$ cat src/hw/qml_defs.vh
// constants for the quad modem line adapter
// assumes inclusion by qml_adapter.v only
`ifndef QML_DEFS_VH
`define QML_DEFS_VH
// line control byte field positions
`define QML_CB_SPEED 0
`define QML_CB_TRDY 1
`define QML_CB_OCTL 2
`define QML_CB_XMT 3
`define QML_CB_RCV 4
`define QML_CB_ECHO 5
`define QML_CB_RING 6
`define QML_CB_UFLO 7
`define QML_CB_RESET 8'h00
// function code pairs (first, second)
`define QML_FC_DATA 2'b00
`define QML_FC_CTRL 2'b01
`define QML_FC_STAT 2'b11
// fault type codes (high, low)
`define QML_FT_PARITY 2'b01
`define QML_FT_FRAME 2'b10
`define QML_FT_OVERRUN 2'b11
// oversampling of the bit clock
`define QML_OVS 16
`define QML_OVS_HALF 8
`endif

$ cat src/hw/qml_adapter.v
// quad asynchronous modem line adapter: bus side, control, and four line engines
// assumes bus strobes and line clock enables are synchronous to clk_sys
`timescale 1ns/1ps
`include "qml_defs.vh"

// ------------------------------------------------------------
// one line: control byte, edge detector, receiver, transmitter
// ------------------------------------------------------------
module qml_line #(
  parameter DBITS = 8,
  parameter STOP2 = 0,
  parameter PAR_EN = 0,
  parameter PAR_ODD = 0
) (
  input wire clk_sys,
  input wire rst,
  input wire tick_a,
  input wire tick_b,
  input wire rxd,
  input wire ctl_in,
  input wire ld_ctrl,
  input wire ld_char,
  input wire clr_ready,
  input wire clr_edge,
  input wire [7:0] bus_byte,
  output reg [7:0] ctrl_r,
  output reg [7:0] rx_char_r,
  output reg ready_r,
  output reg perr_r,
  output reg ferr_r,
  output reg ovr_r,
  output wire tx_buf_empty,
  output wire tx_reg_empty,
  output wire changed,
  output reg txd_r
);
  reg ctl_copy_r;
  reg [7:0] txbuf_r;
  reg txbuf_full_r;
  reg brk_pend_r;
  reg [3:0] rx_ph_r;
  reg [3:0] rx_bit_r;
  reg rx_busy_r;
  reg [8:0] rx_sh_r;
  reg [3:0] tx_ph_r;
  reg [4:0] tx_bit_r;
  reg tx_busy_r;
  reg tx_brk_r;
  reg [11:0] tx_sh_r;
  reg rcv_prev_r;
  wire tick;
  wire par_rx;
  wire [3:0] rx_last;
  wire [4:0] tx_len;
  wire [7:0] mask;
  wire tx_par;
  wire [11:0] tx_frame;
  assign tick = ctrl_r[`QML_CB_SPEED] ? tick_b : tick_a;
  assign changed = ctl_copy_r ^ ctl_in;
  assign tx_buf_empty = ~txbuf_full_r;
  assign tx_reg_empty = ~tx_busy_r;
  assign mask = 8'hff >> (8 - DBITS);
  assign rx_last = DBITS[3:0] + PAR_EN[3:0];
  assign tx_len = 5'd2 + DBITS[4:0] + PAR_EN[4:0] + STOP2[4:0];
  assign par_rx = (^(rx_sh_r[7:0] & mask)) ^ rx_sh_r[DBITS] ^ PAR_ODD[0];
  assign tx_par = (^(txbuf_r & mask)) ^ PAR_ODD[0];
  assign tx_frame = ((12'hfff << (DBITS + 1)) | {3'b000, txbuf_r & mask, 1'b0})
                    & ~({11'h000, (PAR_EN != 0) & ~tx_par} << (DBITS + 1));

  always @(posedge clk_sys or posedge rst) begin
    if (rst) begin
      ctrl_r <= `QML_CB_RESET;
      ctl_copy_r <= 1'b0;
      rcv_prev_r <= 1'b0;
    end else begin
      rcv_prev_r <= ctrl_r[`QML_CB_RCV];
      if (ld_ctrl)
        ctrl_r <= bus_byte;
      if (clr_edge)
        ctl_copy_r <= ctl_in;
    end
  end

  // receiver, sampled mid-bit at 16x
  always @(posedge clk_sys or posedge rst) begin
    if (rst) begin
      rx_ph_r <= 4'h0;
      rx_bit_r <= 4'h0;
      rx_busy_r <= 1'b0;
      rx_sh_r <= 9'h000;
      rx_char_r <= 8'h00;
      ready_r <= 1'b0;
      perr_r <= 1'b0;
      ferr_r <= 1'b0;
      ovr_r <= 1'b0;
    end else begin
      if (clr_ready || (ctrl_r[`QML_CB_RCV] && !rcv_prev_r)) begin
        ready_r <= 1'b0;
        ovr_r <= 1'b0;
      end
      if (tick) begin
        if (!rx_busy_r) begin
          if (!rxd) begin
            rx_busy_r <= 1'b1;
            rx_ph_r <= 4'h1;
            rx_bit_r <= 4'h0;
          end
        end else begin
          rx_ph_r <= rx_ph_r + 4'h1;
          if (rx_ph_r == `QML_OVS_HALF - 1) begin
            if (rx_bit_r == 4'h0 && rxd) begin
              rx_busy_r <= 1'b0;
            end else if (rx_bit_r > rx_last) begin
              rx_busy_r <= 1'b0;
              rx_char_r <= rx_sh_r[7:0] & mask;
              perr_r <= (PAR_EN != 0) && par_rx;
              ferr_r <= ~rxd;
              if (ready_r && !clr_ready)
                ovr_r <= 1'b1;
              ready_r <= 1'b1;
            end else begin
              if (rx_bit_r != 4'h0)
                rx_sh_r[rx_bit_r - 4'h1] <= rxd;
              rx_bit_r <= rx_bit_r + 4'h1;
            end
          end
        end
      end
    end
  end

  // transmitter; echo reloads the buffer from the receiver
  always @(posedge clk_sys or posedge rst) begin
    if (rst) begin
      txbuf_r <= 8'h00;
      txbuf_full_r <= 1'b0;
      brk_pend_r <= 1'b0;
      tx_ph_r <= 4'h0;
      tx_bit_r <= 5'h00;
      tx_busy_r <= 1'b0;
      tx_brk_r <= 1'b0;
      tx_sh_r <= 12'hfff;
      txd_r <= 1'b1;
    end else begin
      if (!tx_busy_r && txbuf_full_r) begin
        tx_busy_r <= 1'b1;
        tx_brk_r <= brk_pend_r;
        brk_pend_r <= 1'b0;
        txbuf_full_r <= 1'b0;
        tx_ph_r <= 4'h0;
        tx_bit_r <= 5'h00;
        tx_sh_r <= tx_frame;
      end else if (tx_busy_r && tick) begin
        tx_ph_r <= tx_ph_r + 4'h1;
        if (tx_ph_r == `QML_OVS - 1) begin
          tx_sh_r <= {1'b1, tx_sh_r[11:1]};
          tx_bit_r <= tx_bit_r + 5'h01;
          if (tx_bit_r == tx_len - 5'h01)
            tx_busy_r <= 1'b0;
        end
      end
      if (ld_char) begin
        txbuf_r <= bus_byte;
        txbuf_full_r <= 1'b1;
        if (ctrl_r[`QML_CB_RING])
          brk_pend_r <= 1'b1;
      end else if (ctrl_r[`QML_CB_ECHO] && rx_busy_r && tick
                   && rx_ph_r == `QML_OVS_HALF - 1 && rx_bit_r > rx_last) begin
        txbuf_r <= rx_sh_r[7:0] & mask;
        txbuf_full_r <= 1'b1;
      end
      txd_r <= tx_busy_r ? (tx_sh_r[0] & ~tx_brk_r) : 1'b1;
    end
  end
endmodule

// ------------------------------------------------------------
// adapter top: bus decode, scan select, service requests
// ------------------------------------------------------------
module qml_adapter #(
  parameter NLINES = 4,
  parameter DBITS = 8,
  parameter STOP2 = 0,
  parameter PAR_EN = 0,
  parameter PAR_ODD = 0
) (
  input wire clk_sys,
  input wire rst,
  input wire adapter_address_in,
  input wire adapter_address_qualifier,
  input wire write,
  input wire strobe,
  input wire fc_a,
  input wire fc_b,
  input wire scan_count_low,
  input wire scan_count_high,
  input wire [7:0] bus_in,
  input wire [3:0] speed_a_tick,
  input wire [3:0] speed_b_tick,
  input wire [3:0] rxd,
  input wire [3:0] control_in,
  input wire [3:0] ring_in,
  output reg [7:0] bus_out,
  output wire bus_output_enable,
  output wire data_status_select,
  output reg input_data_request,
  output reg output_data_request,
  output reg input_status_request,
  output reg line_fault_flag,
  output reg fault_type_low,
  output reg fault_type_high,
  output wire selected_transmit_mode,
  output wire [3:0] txd,
  output wire [3:0] request_to_send,
  output wire [3:0] terminal_ready,
  output wire [3:0] output_control
);
  wire adapter_enable_one;
  wire [1:0] line_sel;
  wire [3:0] line_select_enable;
  wire [1:0] fc;
  wire [7:0] ctrl [0:3];
  wire [7:0] rxc [0:3];
  wire [3:0] rdy, perr, ferr, ovr, tbe, tre, chg;
  wire [3:0] load_line_control, load_tx_char, clear_rx_ready, clear_edge_detect;
  wire line_active, s_rcv, s_echo, s_ring, s_uflo, output_condition_status;
  wire ring_detect_status, control_input_changed, tx_holding_empty, receive_char_ready;
  wire rd_strobe, underflow, idr_nxt, odr_nxt, sir_nxt, overrun_block, overrun_flag;
  reg ovr_at_req_r;
  reg rcv_seen_r;

  assign adapter_enable_one = adapter_address_in & adapter_address_qualifier;
  assign line_sel = {scan_count_high, scan_count_low};
  assign fc = {fc_a, fc_b};
  genvar g;
  generate
    for (g = 0; g < NLINES; g = g + 1) begin : ln
      assign line_select_enable[g] = adapter_enable_one && (line_sel == g);
      assign load_line_control[g] = line_select_enable[g] && strobe && write
                                    && fc == `QML_FC_CTRL;
      assign load_tx_char[g] = line_select_enable[g] && strobe && write
                               && fc == `QML_FC_DATA;
      assign clear_rx_ready[g] = line_select_enable[g] && rd_strobe && !overrun_block;
      assign clear_edge_detect[g] = (strobe && !(ctrl[g][`QML_CB_XMT] || ctrl[g][`QML_CB_RCV]))
                                    || (line_select_enable[g] && strobe && !write
                                        && input_status_request && !underflow);
      assign request_to_send[g] = ctrl[g][`QML_CB_XMT];
      assign terminal_ready[g] = ctrl[g][`QML_CB_TRDY];
      assign output_control[g] = ctrl[g][`QML_CB_OCTL];
      qml_line #(.DBITS(DBITS), .STOP2(STOP2), .PAR_EN(PAR_EN), .PAR_ODD(PAR_ODD)) u_line (
        .clk_sys(clk_sys),
        .rst(rst),
        .tick_a(speed_a_tick[g]),
        .tick_b(speed_b_tick[g]),
        .rxd(rxd[g]),
        .ctl_in(control_in[g]),
        .ld_ctrl(load_line_control[g]),
        .ld_char(load_tx_char[g]),
        .clr_ready(clear_rx_ready[g]),
        .clr_edge(clear_edge_detect[g]),
        .bus_byte(bus_in),
        .ctrl_r(ctrl[g]),
        .rx_char_r(rxc[g]),
        .ready_r(rdy[g]),
        .perr_r(perr[g]),
        .ferr_r(ferr[g]),
        .ovr_r(ovr[g]),
        .tx_buf_empty(tbe[g]),
        .tx_reg_empty(tre[g]),
        .changed(chg[g]),
        .txd_r(txd[g])
      );
    end
  endgenerate

  // scanned line view, only the selected line reaches shared terms
  assign selected_transmit_mode = ctrl[line_sel][`QML_CB_XMT];
  assign s_rcv = ctrl[line_sel][`QML_CB_RCV];
  assign s_echo = ctrl[line_sel][`QML_CB_ECHO];
  assign s_ring = ctrl[line_sel][`QML_CB_RING];
  assign s_uflo = ctrl[line_sel][`QML_CB_UFLO];
  assign line_active = selected_transmit_mode | s_rcv;
  assign receive_char_ready = rdy[line_sel];
  assign tx_holding_empty = tbe[line_sel];
  assign control_input_changed = chg[line_sel];
  assign ring_detect_status = ring_in[line_sel];
  assign overrun_flag = ovr[line_sel];
  assign underflow = s_uflo & tbe[line_sel] & tre[line_sel];
  assign output_condition_status = underflow;

  // request terms
  assign idr_nxt = (receive_char_ready && s_rcv)
                   || (selected_transmit_mode && ferr[line_sel]);
  assign odr_nxt = selected_transmit_mode && !s_echo && !output_condition_status
                   && tx_holding_empty;
  assign sir_nxt = (line_active && control_input_changed)
                   || (s_ring && !selected_transmit_mode && ring_detect_status)
                   || underflow;

  assign rd_strobe = strobe && !write && input_data_request && fc == `QML_FC_DATA;
  assign overrun_block = overrun_flag && !ovr_at_req_r;

  always @(posedge clk_sys or posedge rst) begin
    if (rst) begin
      input_data_request <= 1'b0;
      output_data_request <= 1'b0;
      input_status_request <= 1'b0;
      line_fault_flag <= 1'b0;
      fault_type_low <= 1'b0;
      fault_type_high <= 1'b0;
      ovr_at_req_r <= 1'b0;
      rcv_seen_r <= 1'b0;
    end else begin
      rcv_seen_r <= idr_nxt;
      if (idr_nxt && !rcv_seen_r)
        ovr_at_req_r <= overrun_flag;
      input_data_request <= idr_nxt;
      output_data_request <= odr_nxt && !idr_nxt;
      input_status_request <= sir_nxt && !idr_nxt && !odr_nxt;
      line_fault_flag <= idr_nxt && (perr[line_sel] | ferr[line_sel] | overrun_flag);
      if (overrun_flag) begin
        fault_type_high <= 1'b1;
        fault_type_low <= 1'b1;
      end else begin
        fault_type_high <= ferr[line_sel];
        fault_type_low <= perr[line_sel] & ~ferr[line_sel];
      end
    end
  end

  // bus read path
  assign bus_output_enable = adapter_enable_one && !write && (fc_a == fc_b);
  assign data_status_select = bus_output_enable && fc == `QML_FC_DATA;
  always @(posedge clk_sys or posedge rst) begin
    if (rst)
      bus_out <= 8'h00;
    else if (fc == `QML_FC_DATA)
      bus_out <= rxc[line_sel];
    else
      bus_out <= {s_ring, s_echo, output_condition_status, 2'b00,
                  ring_detect_status, output_control[line_sel], underflow};
  end
endmodule

$ cat config.mk
export PLATFORM = sky130hd
export DESIGN_NAME = qml_adapter
export DESIGN_NICKNAME = d
export VERILOG_FILES = /design/src/hw/qml_adapter.v
export VERILOG_INCLUDE_DIRS = /design/src /design/src/hw
export SDC_FILE = /design/constraint.sdc
export NUM_CORES = 1
export LEC_CHECK = 0
export BUFFER_PORTS_ARGS = -buffer_cell sky130_fd_sc_hd__buf_2
export CAP_MARGIN = 5
export CORE_MARGIN = 2
export CORE_UTILIZATION = 49
export CTS_BUF_LIST = sky130_fd_sc_hd__clkbuf_8
export DETAILED_ROUTE_END_ITERATION = 12
export PLACE_DENSITY = 0.77
export SLEW_MARGIN = 15
export SYNTH_ARGS = -nofsm -noshare
export SYNTH_HDL_FRONTEND = slang
export SYNTH_SLANG_ARGS = --single-unit
$ cat constraint.sdc
create_clock -name clk_sys -period 9.2 [get_ports clk_sys]
set_input_delay 1.38 -clock clk_sys [delete_from_list [all_inputs] [get_ports clk_sys]]
set_output_delay 1.38 -clock clk_sys [all_outputs]
set_load 0.01 [all_outputs]
## Word-level counts from Yosys, hierarchy flattened

Index checks and enable logic that the tools add are counted.

- Register bits after elaboration: 307
- Input port bits: 38
- Output and inout bits: 33
- Word-level logic and storage cells: 621

- Add/subtract/negate cells: 20
- $lt $le $gt $ge: 14
- Equal/unequal tests: 33
- Muxes and demuxes: 227
- Bitwise gates (word level): 41
- Reduce and logical (&&, ||, !) cells: 198

Operator list:

| operator | number |
|---|---|
| $mux W12 | 12 |
| $mux W4 | 36 |
| $mux W1 | 135 |
| $logic_and A1 B1 Y1 | 104 |
| $mux W8 | 13 |
| $mux W5 | 12 |
| $add A4 B1 Y4 const B | 12 |
| $reduce_and A5 Y1 | 8 |
| $bwmux W9 | 4 |
| $bmux W8 S2 | 2 |
| $reduce_bool A2 Y1 | 16 |
| $logic_not A1 Y1 | 25 |
| $not A1 Y1 | 25 |
| $ne A2 B2 Y1 const B | 12 |
| $reduce_and A6 Y1 | 4 |
| $add A5 B1 Y5 const B | 4 |
| $eq A5 B4 Y1 const B | 4 |
| $lt A4 B5 Y1 const B | 4 |
| $bmux W1 S2 | 9 |
| $demux W1 S4 | 4 |
| $eq A4 B3 Y1 const B | 4 |
| $eq A4 B4 Y1 const B | 4 |
| $ge A4 B1 Y1 const B | 4 |
| $gt A4 B4 Y1 const B | 4 |
| other kinds (18) | 72 |

## Depth between registers and ports, before layout

Gate-level depths: netlist of the first run.

- Word-level depth: 14
- Mapped depth: 8
- Mapped depth without buffers: 7

## Hierarchy

Synthesis of the first run repeated with hierarchy kept, for this count alone.

- Cell total of the unflattened synthesis: 1254
- Area total of the unflattened synthesis: 14153.6 um2

Modules (own cells, without submodules):

| module | times used | cells an instance | area each (um2) | seq. area each (um2) |
|---|---|---|---|---|
| qml_line (ln[0].u_line ...) | 2 | 289 | 3193.1 | 1739.2 |
| qml_line (ln[2].u_line) | 1 | 275 | 3238.1 | 1739.2 |
| qml_line (ln[3].u_line) | 1 | 287 | 3175.5 | 1739.2 |
| qml_adapter | 1 | 114 | 1353.8 | 375.4 |

## Worst setup path after synthesis of the first run

Ideal clock, no wire load.

- Kind: input-to-output
- From: input fc_a
- To: output data_status_select
- Data arrival time: 2.255 ns
- Data required time: 7.820 ns
- Slack: 5.565 ns
- Stages on the path: 4
- Path buffers: 0
- Cell sequence: inv_1 > ha_1 > nor3_1 > and2_1

- Cells in the longest elaborated chain, start to end: 3
- Elaborated cells on any way between the ends: 4
- Classes of those cells: eq/ne: 1; reduce/logical: 3

Ends and longest elaborated chain:

| what | RTL line | RTL |
|---|---|---|
| start, declared | qml_adapter.v:193 | `input wire fc_a,` |
| $eq A1 B1 Y1 | qml_adapter.v:332 | `assign bus_output_enable = adapter_enable_one && !write && (fc_a == fc_b);` |
| $logic_and A1 B1 Y1 | qml_adapter.v:332 |  |
| named net bus_output_enable | qml_adapter.v:204 | `output wire bus_output_enable,` |
| $logic_and A1 B1 Y1 (no line) | n/a |  |
| end, declared | qml_adapter.v:205 | `output wire data_status_select,` |

The timed path passes the listed nets, and every way through them passes these cells.

## Worst setup path in the final report of the first run

- From: input scan_count_low
- To: output selected_transmit_mode

- Cells in the longest elaborated chain, start to end: 4

Ends and longest elaborated chain:

| what | RTL line | RTL |
|---|---|---|
| start, declared | qml_adapter.v:195 | `input wire scan_count_low,` |
| $not A2 Y3 (implied by the code) | qml_adapter.v:277 | `` assign selected_transmit_mode = ctrl[line_sel][`QML_CB_XMT]; `` |
| $bmux W8 S2 | qml_adapter.v:277 |  |
| $mux W8 (2 in series) | n/a |  |
| end, declared | qml_adapter.v:212 | `output wire selected_transmit_mode,` |

Every way passes these cells. The select of a mux whose other input is x is not followed.

==> summary.md, run 1 <==
| Metric | Value |
|---|---|
| EDFF count, synth | 0 |
| Final Skew | 36.5 ps |
| Diode count | 0 |
| ANT nets after route | 0 |
| Site row count | 61 |
| Fmax | 0.238 GHz |
| Syn nets | 1,348 |
| CP peak stage delay | 650 ps |
| Crit path from | scan_count_low |
| Reg2reg start | ln[3].u_line.rx_ph_r[0] |
| Cell mode on critical path | buf_2 |
| Worst Path Max Fanout | 32 |
| Vias in the first global route | 9,709 |
| Vias | 9,786 |
| Setup_tns | 0 ps |
| Synth-to-Final Area Change | 10.3% |
| Clock tree buffer depth | 3 |
| Drt wl/cell | 18.2 um |
| Fin. max-slew vios | 0 |
| CP Capture Type | primary output |
| Fraction of final layout cells sized beyond drive strength 1 | 0.235 |
| Total GRT Usage | 0.213 |
| Fill cell count | 2,341 |
| Yosys warning count | 0 |
| Tmin final | 4200 ps |
| CP Buf/Inv Count | 2 |
| Hold Startpoint | ln[1].u_line.tx_brk_r |
| DRT Pass-1 Iters | 5 |
| Sequential-to-total area share from yosys stat | 0.523 |
| Largest net degree at the start of global routing | 184 |
| Register bit total from synthesis | 291 |
| Unrepaired setup endpoints after global routing | false |
| Top_reg_cell synth | dfrtp_1 |
| Worst slew pin tran | 1010 ps |
| Reg area | 7330 um^2 |
| First-pass GRT wire length | 51,700 um |
| Leakage | 7.40 nW |
| Core box area | 28,000 um^2 |
| Most frequent cells in the layout | dfrtp_1 (251), nand2_1 (132), nor2_1 (121) |
| Post-CTS Setup Repair Bufs | 0 |
| Worst setup margin | 5000 ps |
| Total power | 0.00339 W |
| Post-cts sizing count | 0 |
| CTS buffer count | 48 |
| # setup viols final | 0 |
| Post-route clock period utilization | 0.457 |
| Slowest cell on crit path | mux4_2 |
| Async set-or-reset flop fraction in the synthesized netlist | 1.00 |
| Die H | 173 um |
| Initial DRC Count | 766 |
| Synth cell types | 61 |
| Remaining DRCs | 0 |
| Clock transition at path regs | 60 ps |
| Max_cap viols | 0 |
| Cell Pwr Density | 219 nW/um^2 |
| Mapped Avg Cell Area | 11.1 um^2 |
| Root Driver | clkbuf_8 |
| I/O Buffers | 70 |
| H-tree levels | 2 |
| Slew headroom | 0.329 |
| Worst hold path class | flip-flop to flip-flop |
| # IOs | 71 |
| Post-DR vias/cell | 5.63 |
| Worst setup path class | input pin to primary output |
| Starting density of the core | 0.501 |
| Initial antenna violation count | 0 |
| Clock sinks | 291 |
| Multi-input gate area in the final layout | 6230 um^2 |
| Pre-CTS WS | 4990 ps |
| Final Hold Vio Count | 0 |
| DP HPWL | 21,700 um |
| Clock insertion delay at the later pin of the skew report | 580 ps |
| Total congestion overflow | 0 |
| Die width | 173 um |
| Syn Inst Count | 1,268 |
| Drt total wl | 31,600 um |
| GPL Wtd Cong | 0.875 |
| CP arrival | 2820 ps |
| CP Cell Sequence | buf_2 > mux4_2 > buf_2 |
| CTS Hold Bufs | 0 |
| Status | finished clean |
| Most common cell after layout, fill and taps aside | dfrtp_1 |
| Total die area | 30,000 um^2 |
| CP required | 7820 ps |
| CTS tree | yes |
| Final net count | 1,402 |
| Post-Synthesis Cell Area | 14,000 um^2 |
| Critical path's top delay family | buffers and inverters |
| Worst VDD drop | 0.0946 mV |
| Startpoint Class | input pin |
[through the flow]
step,utilization,std cells,cell area (um^2),hold slack [ps]
after detailed placement,0.519,1650,14500,415
after global placement,0.519,1650,14500,408
after floorplan,-,1268,14000,391
after CTS,0.552,1739,15500,423
after global routing,0.552,1739,15500,447
final,0.552,1739,15500,422
[where the power goes]
| part | total (W) | internal [W] | switching [W] |
|---|---|---|---|
| Clock | 0.00108 | 0.000564 | 0.000515 |
| Sequential | 0.00169 | 0.00151 | 0.000185 |
| Combinational | 0.000617 | 0.000282 | 0.000335 |
[cell usage after synthesis, drive strengths merged, types with 8 or more instances]
| master | instances | area [um^2] |
|---|---|---|
| a21oi | 60 | 300 |
| a22o | 12 | 105 |
| a31oi | 23 | 144 |
| and2 | 8 | 50.1 |
| and3 | 11 | 68.8 |
| buf | 32 | 201 |
| clkbuf | 38 | 143 |
| dfrtp | 251 | 6280 |
| dfstp | 40 | 1050 |
| ha | 42 | 526 |
| inv | 31 | 116 |
| mux2 | 117 | 1320 |
| mux2i | 54 | 541 |
| mux4 | 18 | 405 |
| nand2 | 132 | 495 |
| nand2b | 17 | 106 |
| nand3 | 68 | 340 |
| nor2 | 125 | 489 |
| nor2b | 9 | 56.3 |
| nor3 | 18 | 106 |
| o21ai | 51 | 255 |
| xor2 | 18 | 158 |
[registers in the layout, indices dropped and copies added (netlist names), 8 cells and up]
register	flops
ln.u_line.rx_char_r	32
ln.u_line.rx_ph_r	16
ln.u_line.tx_bit_r	20
ln.u_line.rx_sh_r	32
ln.u_line.txbuf_r	32
ln.u_line.ctrl_r	32
bus_out	8
ln.u_line.tx_sh_r	36
ln.u_line.tx_ph_r	16
ln.u_line.rx_bit_r	16
[metal layers]
layer,share of wire,up-vias,track usage
met2,0.48,230,0.350
met1,0.44,4908,0.285
met4,0.030,0,0.0756
met3,0.048,67,0.0358
li1,-,4581,-
met5,0,-,0
[cell type report]
class / count / area share
flip-flops and latches: 291 / 0.474
clock buffers: 57 / 0.0507
well taps: 378 / 0.0306
multi-input cells: 876 / 0.403
repair buffers: 74 / 0.0254
clock inverters: 32 / 0.00906
inverters: 31 / 0.00776
[cells by family (layout without fill, tap and decap cells)]
group                      Yosys count  after routing  synth area share
muxes                              189            189             0.161
AOI/OAI and AO/OA                  198            198            0.0883
xor gates and xnor gates            24             24            0.0150
buffers and inverters              101            194            0.0328
adders and majority gates           42             42            0.0375
DFF                                291            291             0.523
and+or+nand+nor                    423            423             0.142
[path summary, 6_finish.rpt]
check | end | slack [ps] | depth (start not counted)
max | selected_transmit_mode | 5000 | 3
min | ln[1].u_line.txd_r | 420 | 1
max reg2reg | ln[3].u_line.rx_char_r[1] | 6700 | 5
min reg2reg | ln[1].u_line.txd_r | 420 | 1
max in group asynchronous | ln[1].u_line.tx_bit_r[0] | 6870 | 3
min in group asynchronous | ln[0].u_line.rx_ph_r[2] | 910 | 2
Power figures use the tool's default switching activity.
==> run 2: changes to the inputs <==
--- a/config.mk
+++ b/config.mk
@@ -12,7 +12,7 @@
 export CORE_UTILIZATION = 49
 export CTS_BUF_LIST = sky130_fd_sc_hd__clkbuf_8
 export DETAILED_ROUTE_END_ITERATION = 12
-export PLACE_DENSITY = 0.77
+export PLACE_DENSITY = 0.74
 export SLEW_MARGIN = 15
 export SYNTH_ARGS = -nofsm -noshare
 export SYNTH_HDL_FRONTEND = slang
==> constraint.sdc (replaced) <==
create_clock -name clk_sys -period 4 [get_ports clk_sys]
set_input_delay 0.6 -clock clk_sys [delete_from_list [all_inputs] [get_ports clk_sys]]
set_output_delay 0.6 -clock clk_sys [all_outputs]
set_load 0.01 [all_outputs]
==> run 2 against run 1 <==
Compared with the run above:
- power increased by 140%
- sequential share of layout area decreased by 0.68 points
- clock power increased to 2.7 times the previous value
- sequential power increased by 130%
- combinational power increased by 130%
- worst setup slack got worse by 3700 ps
- sequential cell count unchanged
- hold slack got worse by 310 ps
- critical path depth unchanged
- highest routed layer unchanged
- utilization increased by 0.80 points
- first-iteration DRC count decreased by 15%
- wire length increased by 1.3%
==> summary.md, run 2 (same netlist as run 1, synthesis figures left out) <==
| Metric | Value |
|---|---|
| Status | finished clean |
| Total GRT Usage | 0.217 |
| Final Hold Vio Count | 0 |
| Remaining DRCs | 0 |
| CP Capture Type | primary output |
| Post-cts sizing count | 0 |
| Critical path's top delay family | buffers and inverters |
| Net Sw Power | 0.00242 W |
| Most frequent cells in the layout | dfrtp_1 (251), nand2_1 (132), nor2_1 (121) |
| Final net count | 1,405 |
| R2R setup slack | 1570 ps |
| Initial DRC Count | 648 |
| Post-CTS Setup Repair Bufs | 0 |
| Die width | 173 um |
| CP Cell Sequence | buf_2 > mux4_2 > buf_2 |
| Internal power | 0.00583 W |
| Worst hold path class | input pin to async pin |
| Fill cell count | 2,363 |
| CP required | 3400 ps |
| Reg area | 7330 um^2 |
| Unrepaired setup endpoints after global routing | false |
| Starting density of the core | 0.501 |
| Cell mode on critical path | buf_2 |
| Reg2Reg Depth | 6 |
| # setup viols final | 0 |
| Most common cell after layout, fill and taps aside | dfrtp_1 |
| DRT Pass-1 Iters | 6 |
| Worst VDD drop | 0.339 mV |
| Post-route clock period utilization | 0.663 |
| First-pass GRT wire length | 52,600 um |
| Vias in the first global route | 9,839 |
| Vias | 9,834 |
| CP peak stage delay | 660 ps |
| Max_cap viols | 0 |
| Critical path depth | 3 |
| Worst R2R End | ln[3].u_line.rx_char_r[1] |
| Fraction of final layout cells sized beyond drive strength 1 | 0.248 |
| Initial antenna violation count | 0 |
| Drt wl/cell | 18.4 um |
| Clock transition at path regs | 70 ps |
| Worst slew pin tran | 855 ps |
| Root Driver | clkbuf_8 |
| Total congestion overflow | 0 |
| Seq pwr share | 0.471 |
| I/O Buffers | 70 |
| Clock tree buffer depth | 3 |
| Die H | 173 um |
| Multi-input gate area in the final layout | 6230 um^2 |
| Fin. max-slew vios | 0 |
| Total power | 0.00825 W |
| Clock insertion delay at the later pin of the skew report | 570 ps |
| CTS buffer count | 49 |
| ANT nets after route | 0 |
| Final Skew | 20.0 ps |
| CP Buf/Inv Count | 2 |
| Max reg flops | 36 |
| Core box area | 28,000 um^2 |
| Sw frac | 0.293 |
| Diode count | 0 |
| Largest net degree at the start of global routing | 124 |
| GPL Wtd Cong | 0.878 |
| Post-DR vias/cell | 5.64 |
| Setup_tns | 0 ps |
| Fmax | 0.377 GHz |
| Total die area | 30,000 um^2 |
| Largest register by flop count | ln.u_line.tx_sh_r |
| H-tree levels | 2 |
| Utilization after layout | 0.560 |
| DP HPWL | 22,100 um |
| Reg2reg start | ln[3].u_line.rx_bit_r[0] |
| Worst setup path class | input pin to primary output |
| Logic pwr share | 0.172 |
| Tmin final | 2650 ps |
| # IOs | 71 |
| Leakage | 7.47 nW |
| CP arrival | 2050 ps |
| Slew headroom | 0.428 |
| CTS tree | yes |
| Crit path from | scan_count_low |
| Startpoint Class | input pin |
| Worst Path Max Fanout | 32 |
| Clock sinks | 291 |
| Drt total wl | 32,000 um |
| Clock share of power | 0.357 |
| Cell Pwr Density | 525 nW/um^2 |
| Synth-to-Final Area Change | 11.9% |
| Site row count | 61 |
| CTS Hold Bufs | 0 |
| Slowest cell on crit path | mux4_2 |
## run 2: changes by cell type in the layout (fill, tap and decap cells not counted), moves of 3 or more
cell	before	now
inv_1	56	42
bufinv_16	0	4
clkbuf_8	57	65
clkinv_2	3	6
## run 2: layer usage
metal	global-route usage	wire length, um	part of all wire	vias to the layer above
li1	-	-	-	4601
met1	0.292	14000	0.44	4896
met2	0.356	15500	0.48	279
met3	0.0435	1810	0.057	58
met4	0.0632	758	0.024	0
met5	0	0	0	-
## run 2: worst max-delay path by stage
stage                         endpoint  slack, ps
5_1_grt         selected_transmit_mode       1270
3_3_place_gp   ln[0].u_line.ctl_copy_r       1310
6_report        selected_transmit_mode       1350
4_1_cts         selected_transmit_mode       1340
2_1_floorplan               bus_out[0]       -430
3_5_place_dp   ln[3].u_line.brk_pend_r       1240
## run 2: metrics by stage
stage / hold slack [ps] / area (um^2) / worst slack, ps / std cells
5_1_grt: 143 / 15700 / 1270 / 1743
6_report: 115 / 15700 / 1350 / 1743
3_3_place_gp: 404 / 14600 / 1310 / 1652
2_1_floorplan: 391 / 14000 / -429 / 1268
4_1_cts: 122 / 15700 / 1340 / 1743
3_5_place_dp: 415 / 14600 / 1240 / 1652
## run 2: power groups by stage
stage	registers (W)	logic [W]	clock network, W
6_report	0.00388	0.00142	0.00295
5_1_grt	0.00395	0.00163	0.00316
4_1_cts	0.00388	0.00143	0.00300
3_5_place_dp	0.00392	0.00142	0
3_3_place_gp	0.00390	0.00136	0
2_1_floorplan	0.00379	0.00115	0
## run 2: worst reg2reg max path: cells and delay by family, from the launching register on
kind	cells	cell delay [ps]
adders and majority gates	1	280
buffers and inverters	1	140
DFF	1	460
muxes	1	420
and+or+nand+nor	3	1030
## run 2: area by class of cell
type                            count  area share
Clock buffer                       65      0.0570
Timing Repair Buffer               76      0.0268
Clock inverter                     26      0.0145
Tap cell                          378      0.0301
Inverter                           31     0.00765
Multi-Input combinational cell    876       0.397
Sequential cell                   291       0.467
==> run 3: changes to the inputs <==
==> constraint.sdc (replaced) <==
create_clock -name clk_sys -period 2.7 [get_ports clk_sys]
set_input_delay 0.405 -clock clk_sys [delete_from_list [all_inputs] [get_ports clk_sys]]
set_output_delay 0.405 -clock clk_sys [all_outputs]
set_load 0.01 [all_outputs]
==> run 3 against run 2 <==
Compared with the run above:
- worst setup slack got worse by 980 ps
- die area did not move
- sequential share of layout area fell by 0.11 points
- wire length fell by 1.2%
- critical path depth rose by 4
- global-route usage fell by 0.27 points
- power rose by 44%
- combinational power rose by 49%
- sequential power rose by 48%
- via count rose by 0.13%
- final cell count rose by 0.69%
==> summary.md, run 3 (same netlist as run 1, synthesis figures left out) <==
| Metric | Value |
|---|---|
| Cell Area, Placed | 14,700 um^2 |
| Largest register by flop count | ln.u_line.tx_sh_r |
| GPL Wtd Cong | 0.906 |
| Die H | 173 um |
| Max_cap viols | 0 |
| Total GRT Usage | 0.214 |
| Worst slew pin tran | 747 ps |
| Startpoint Class | flip-flop |
| Clock transition at path regs | 60 ps |
| Tmin final | 2330 ps |
| ANT nets after route | 0 |
| Die width | 173 um |
| Slew headroom | 0.502 |
| Most frequent cells in the layout | dfrtp_1 (251), nand2_1 (132), nor2_1 (121) |
| CTS Hold Bufs | 1 |
| Final Skew | 28.9 ps |
| CP Capture Type | flip-flop |
| CP Cell Sequence | inv_1 > ha_1 > nand2b_1 > nand2_1 > or3_1 > mux2i_1 > a21oi_1 |
| CTS buffer count | 48 |
| Final net count | 1,419 |
| Total congestion overflow | 0 |
| I/O Buffers | 70 |
| CP arrival | 2790 ps |
| Post-cts sizing count | 0 |
| Drt total wl | 31,600 um |
| Synth-to-Final Area Change | 12.2% |
| Fmax | 0.429 GHz |
| Root Driver | clkbuf_8 |
| Final Hold Vio Count | 0 |
| Fraction of final layout cells sized beyond drive strength 1 | 0.253 |
| Worst hold endpoint | ln[3].u_line.ctl_copy_r |
| Most common cell after layout, fill and taps aside | dfrtp_1 |
| Slowest cell on crit path | or3_1 |
| Vias in the first global route | 9,767 |
| CP peak stage delay | 610 ps |
| First-pass GRT wire length | 52,000 um |
| Reg2reg start | ln[1].u_line.rx_bit_r[0] |
| Leakage | 7.51 nW |
| Total die area | 30,000 um^2 |
| Worst R2R End | ln[1].u_line.txbuf_r[5] |
| Worst setup path class | flip-flop to flip-flop |
| R2R setup slack | 370 ps |
| Cell Pwr Density | 753 nW/um^2 |
| Site row count | 61 |
| Diode count | 0 |
| Post-DR vias/cell | 5.61 |
| Core box area | 28,000 um^2 |
| # IOs | 71 |
| Initial DRC Count | 807 |
| DP HPWL | 22,200 um |
| Post-route cell area | 15,700 um^2 |
| Worst hold path class | input pin to flip-flop |
| Starting density of the core | 0.501 |
| Largest net degree at the start of global routing | 89 |
| Reg2Reg Depth | 7 |
| Post-route clock period utilization | 0.863 |
| Max reg flops | 36 |
| Worst VDD drop | 0.258 mV |
| Drt wl/cell | 18.0 um |
| Status | finished clean |
| Total power | 0.0119 W |
| Fill cell count | 2,351 |
| Post-CTS Setup Repair Bufs | 0 |
| Clock tree buffer depth | 3 |
| Worst Path Max Fanout | 9 |
| Hold Startpoint | control_in[3] |
| Initial antenna violation count | 0 |
| Unrepaired setup endpoints after global routing | false |
| # setup viols final | 0 |
| Clock insertion delay at the later pin of the skew report | 570 ps |
| Clock sinks | 291 |
| Remaining DRCs | 0 |
| H-tree levels | 2 |
| Hold path cells | 2 |
| DRT Pass-1 Iters | 5 |
| CP required | 3160 ps |
| CTS tree | yes |
| Vias | 9,847 |
| Fin. max-slew vios | 0 |
run 3: cell types whose count changed in the layout (fill, tap and decap cells not counted):
cell,delta
buf_4,+12
clkinv_2,+4
bufinv_16,-3
buf_12,+2
clkinvlp_4,-2
inv_6,-2
dlygate4sd3_1,+1
run 3: worst max path at each step:
stage	to	start	slack [ps]
detailed placement	ln[2].u_line.ctl_copy_r	scan_count_low	310
floorplan	bus_out[0]	rst	-1530
finish	ln[1].u_line.txbuf_r[5]	ln[1].u_line.rx_bit_r[0]	370
global placement	ln[2].u_line.ctl_copy_r	scan_count_low	370
CTS	ln[1].u_line.txbuf_r[5]	ln[1].u_line.rx_bit_r[0]	370
global route	ln[1].u_line.txbuf_r[5]	ln[1].u_line.rx_bit_r[0]	200
run 3: power breakdown:
part	total [W]	internal (W)	switching (W)
clock	0.00399	0.00224	0.00175
sequential	0.00575	0.00513	0.000620
combinational	0.00211	0.000975	0.00114
total	0.0119	0.00834	0.00351
run 3: critical path, delay by kind of cell, from the launching register on:
kind                       cells  cell delay (ps)
AOI/OAI and AO/OA              1              210
buffers and inverters          1              150
and+or+nand+nor                3              940
muxes                          1              190
DFF                            1              470
adders and majority gates      1              280
run 3: final cells by class:
type | count | area (um^2) | share of cell area
flip-flops and latches | 291 | 7330 | 0.466
multi-input cells | 876 | 6230 | 0.396
clock buffers | 65 | 895 | 0.0569
repair buffers | 91 | 561 | 0.0356
well taps | 378 | 473 | 0.0301
clock inverters | 23 | 125 | 0.00795
inverters | 31 | 120 | 0.00763
run 3: metal layers:
metal | GRT usage | part of all wire
met3 | 0.0438 | 0.062
met4 | 0.0738 | 0.028
met1 | 0.292 | 0.44
met2 | 0.342 | 0.47
met5 | 0 | 0
run 3: stage by stage:
stage | cells | worst slack [ps] | setup TNS [ps] | utilization | hold WS [ps]
4_1_cts | 1755 | 371 | 0 | 0.562 | 76.2
2_1_floorplan | 1268 | -1530 | -405310 | - | 391
3_5_place_dp | 1666 | 307 | 0 | 0.525 | 414
5_1_grt | 1755 | 199 | 0 | 0.562 | 95.0
6_report | 1755 | 369 | 0 | 0.562 | 100
3_3_place_gp | 1666 | 367 | 0 | 0.525 | 407
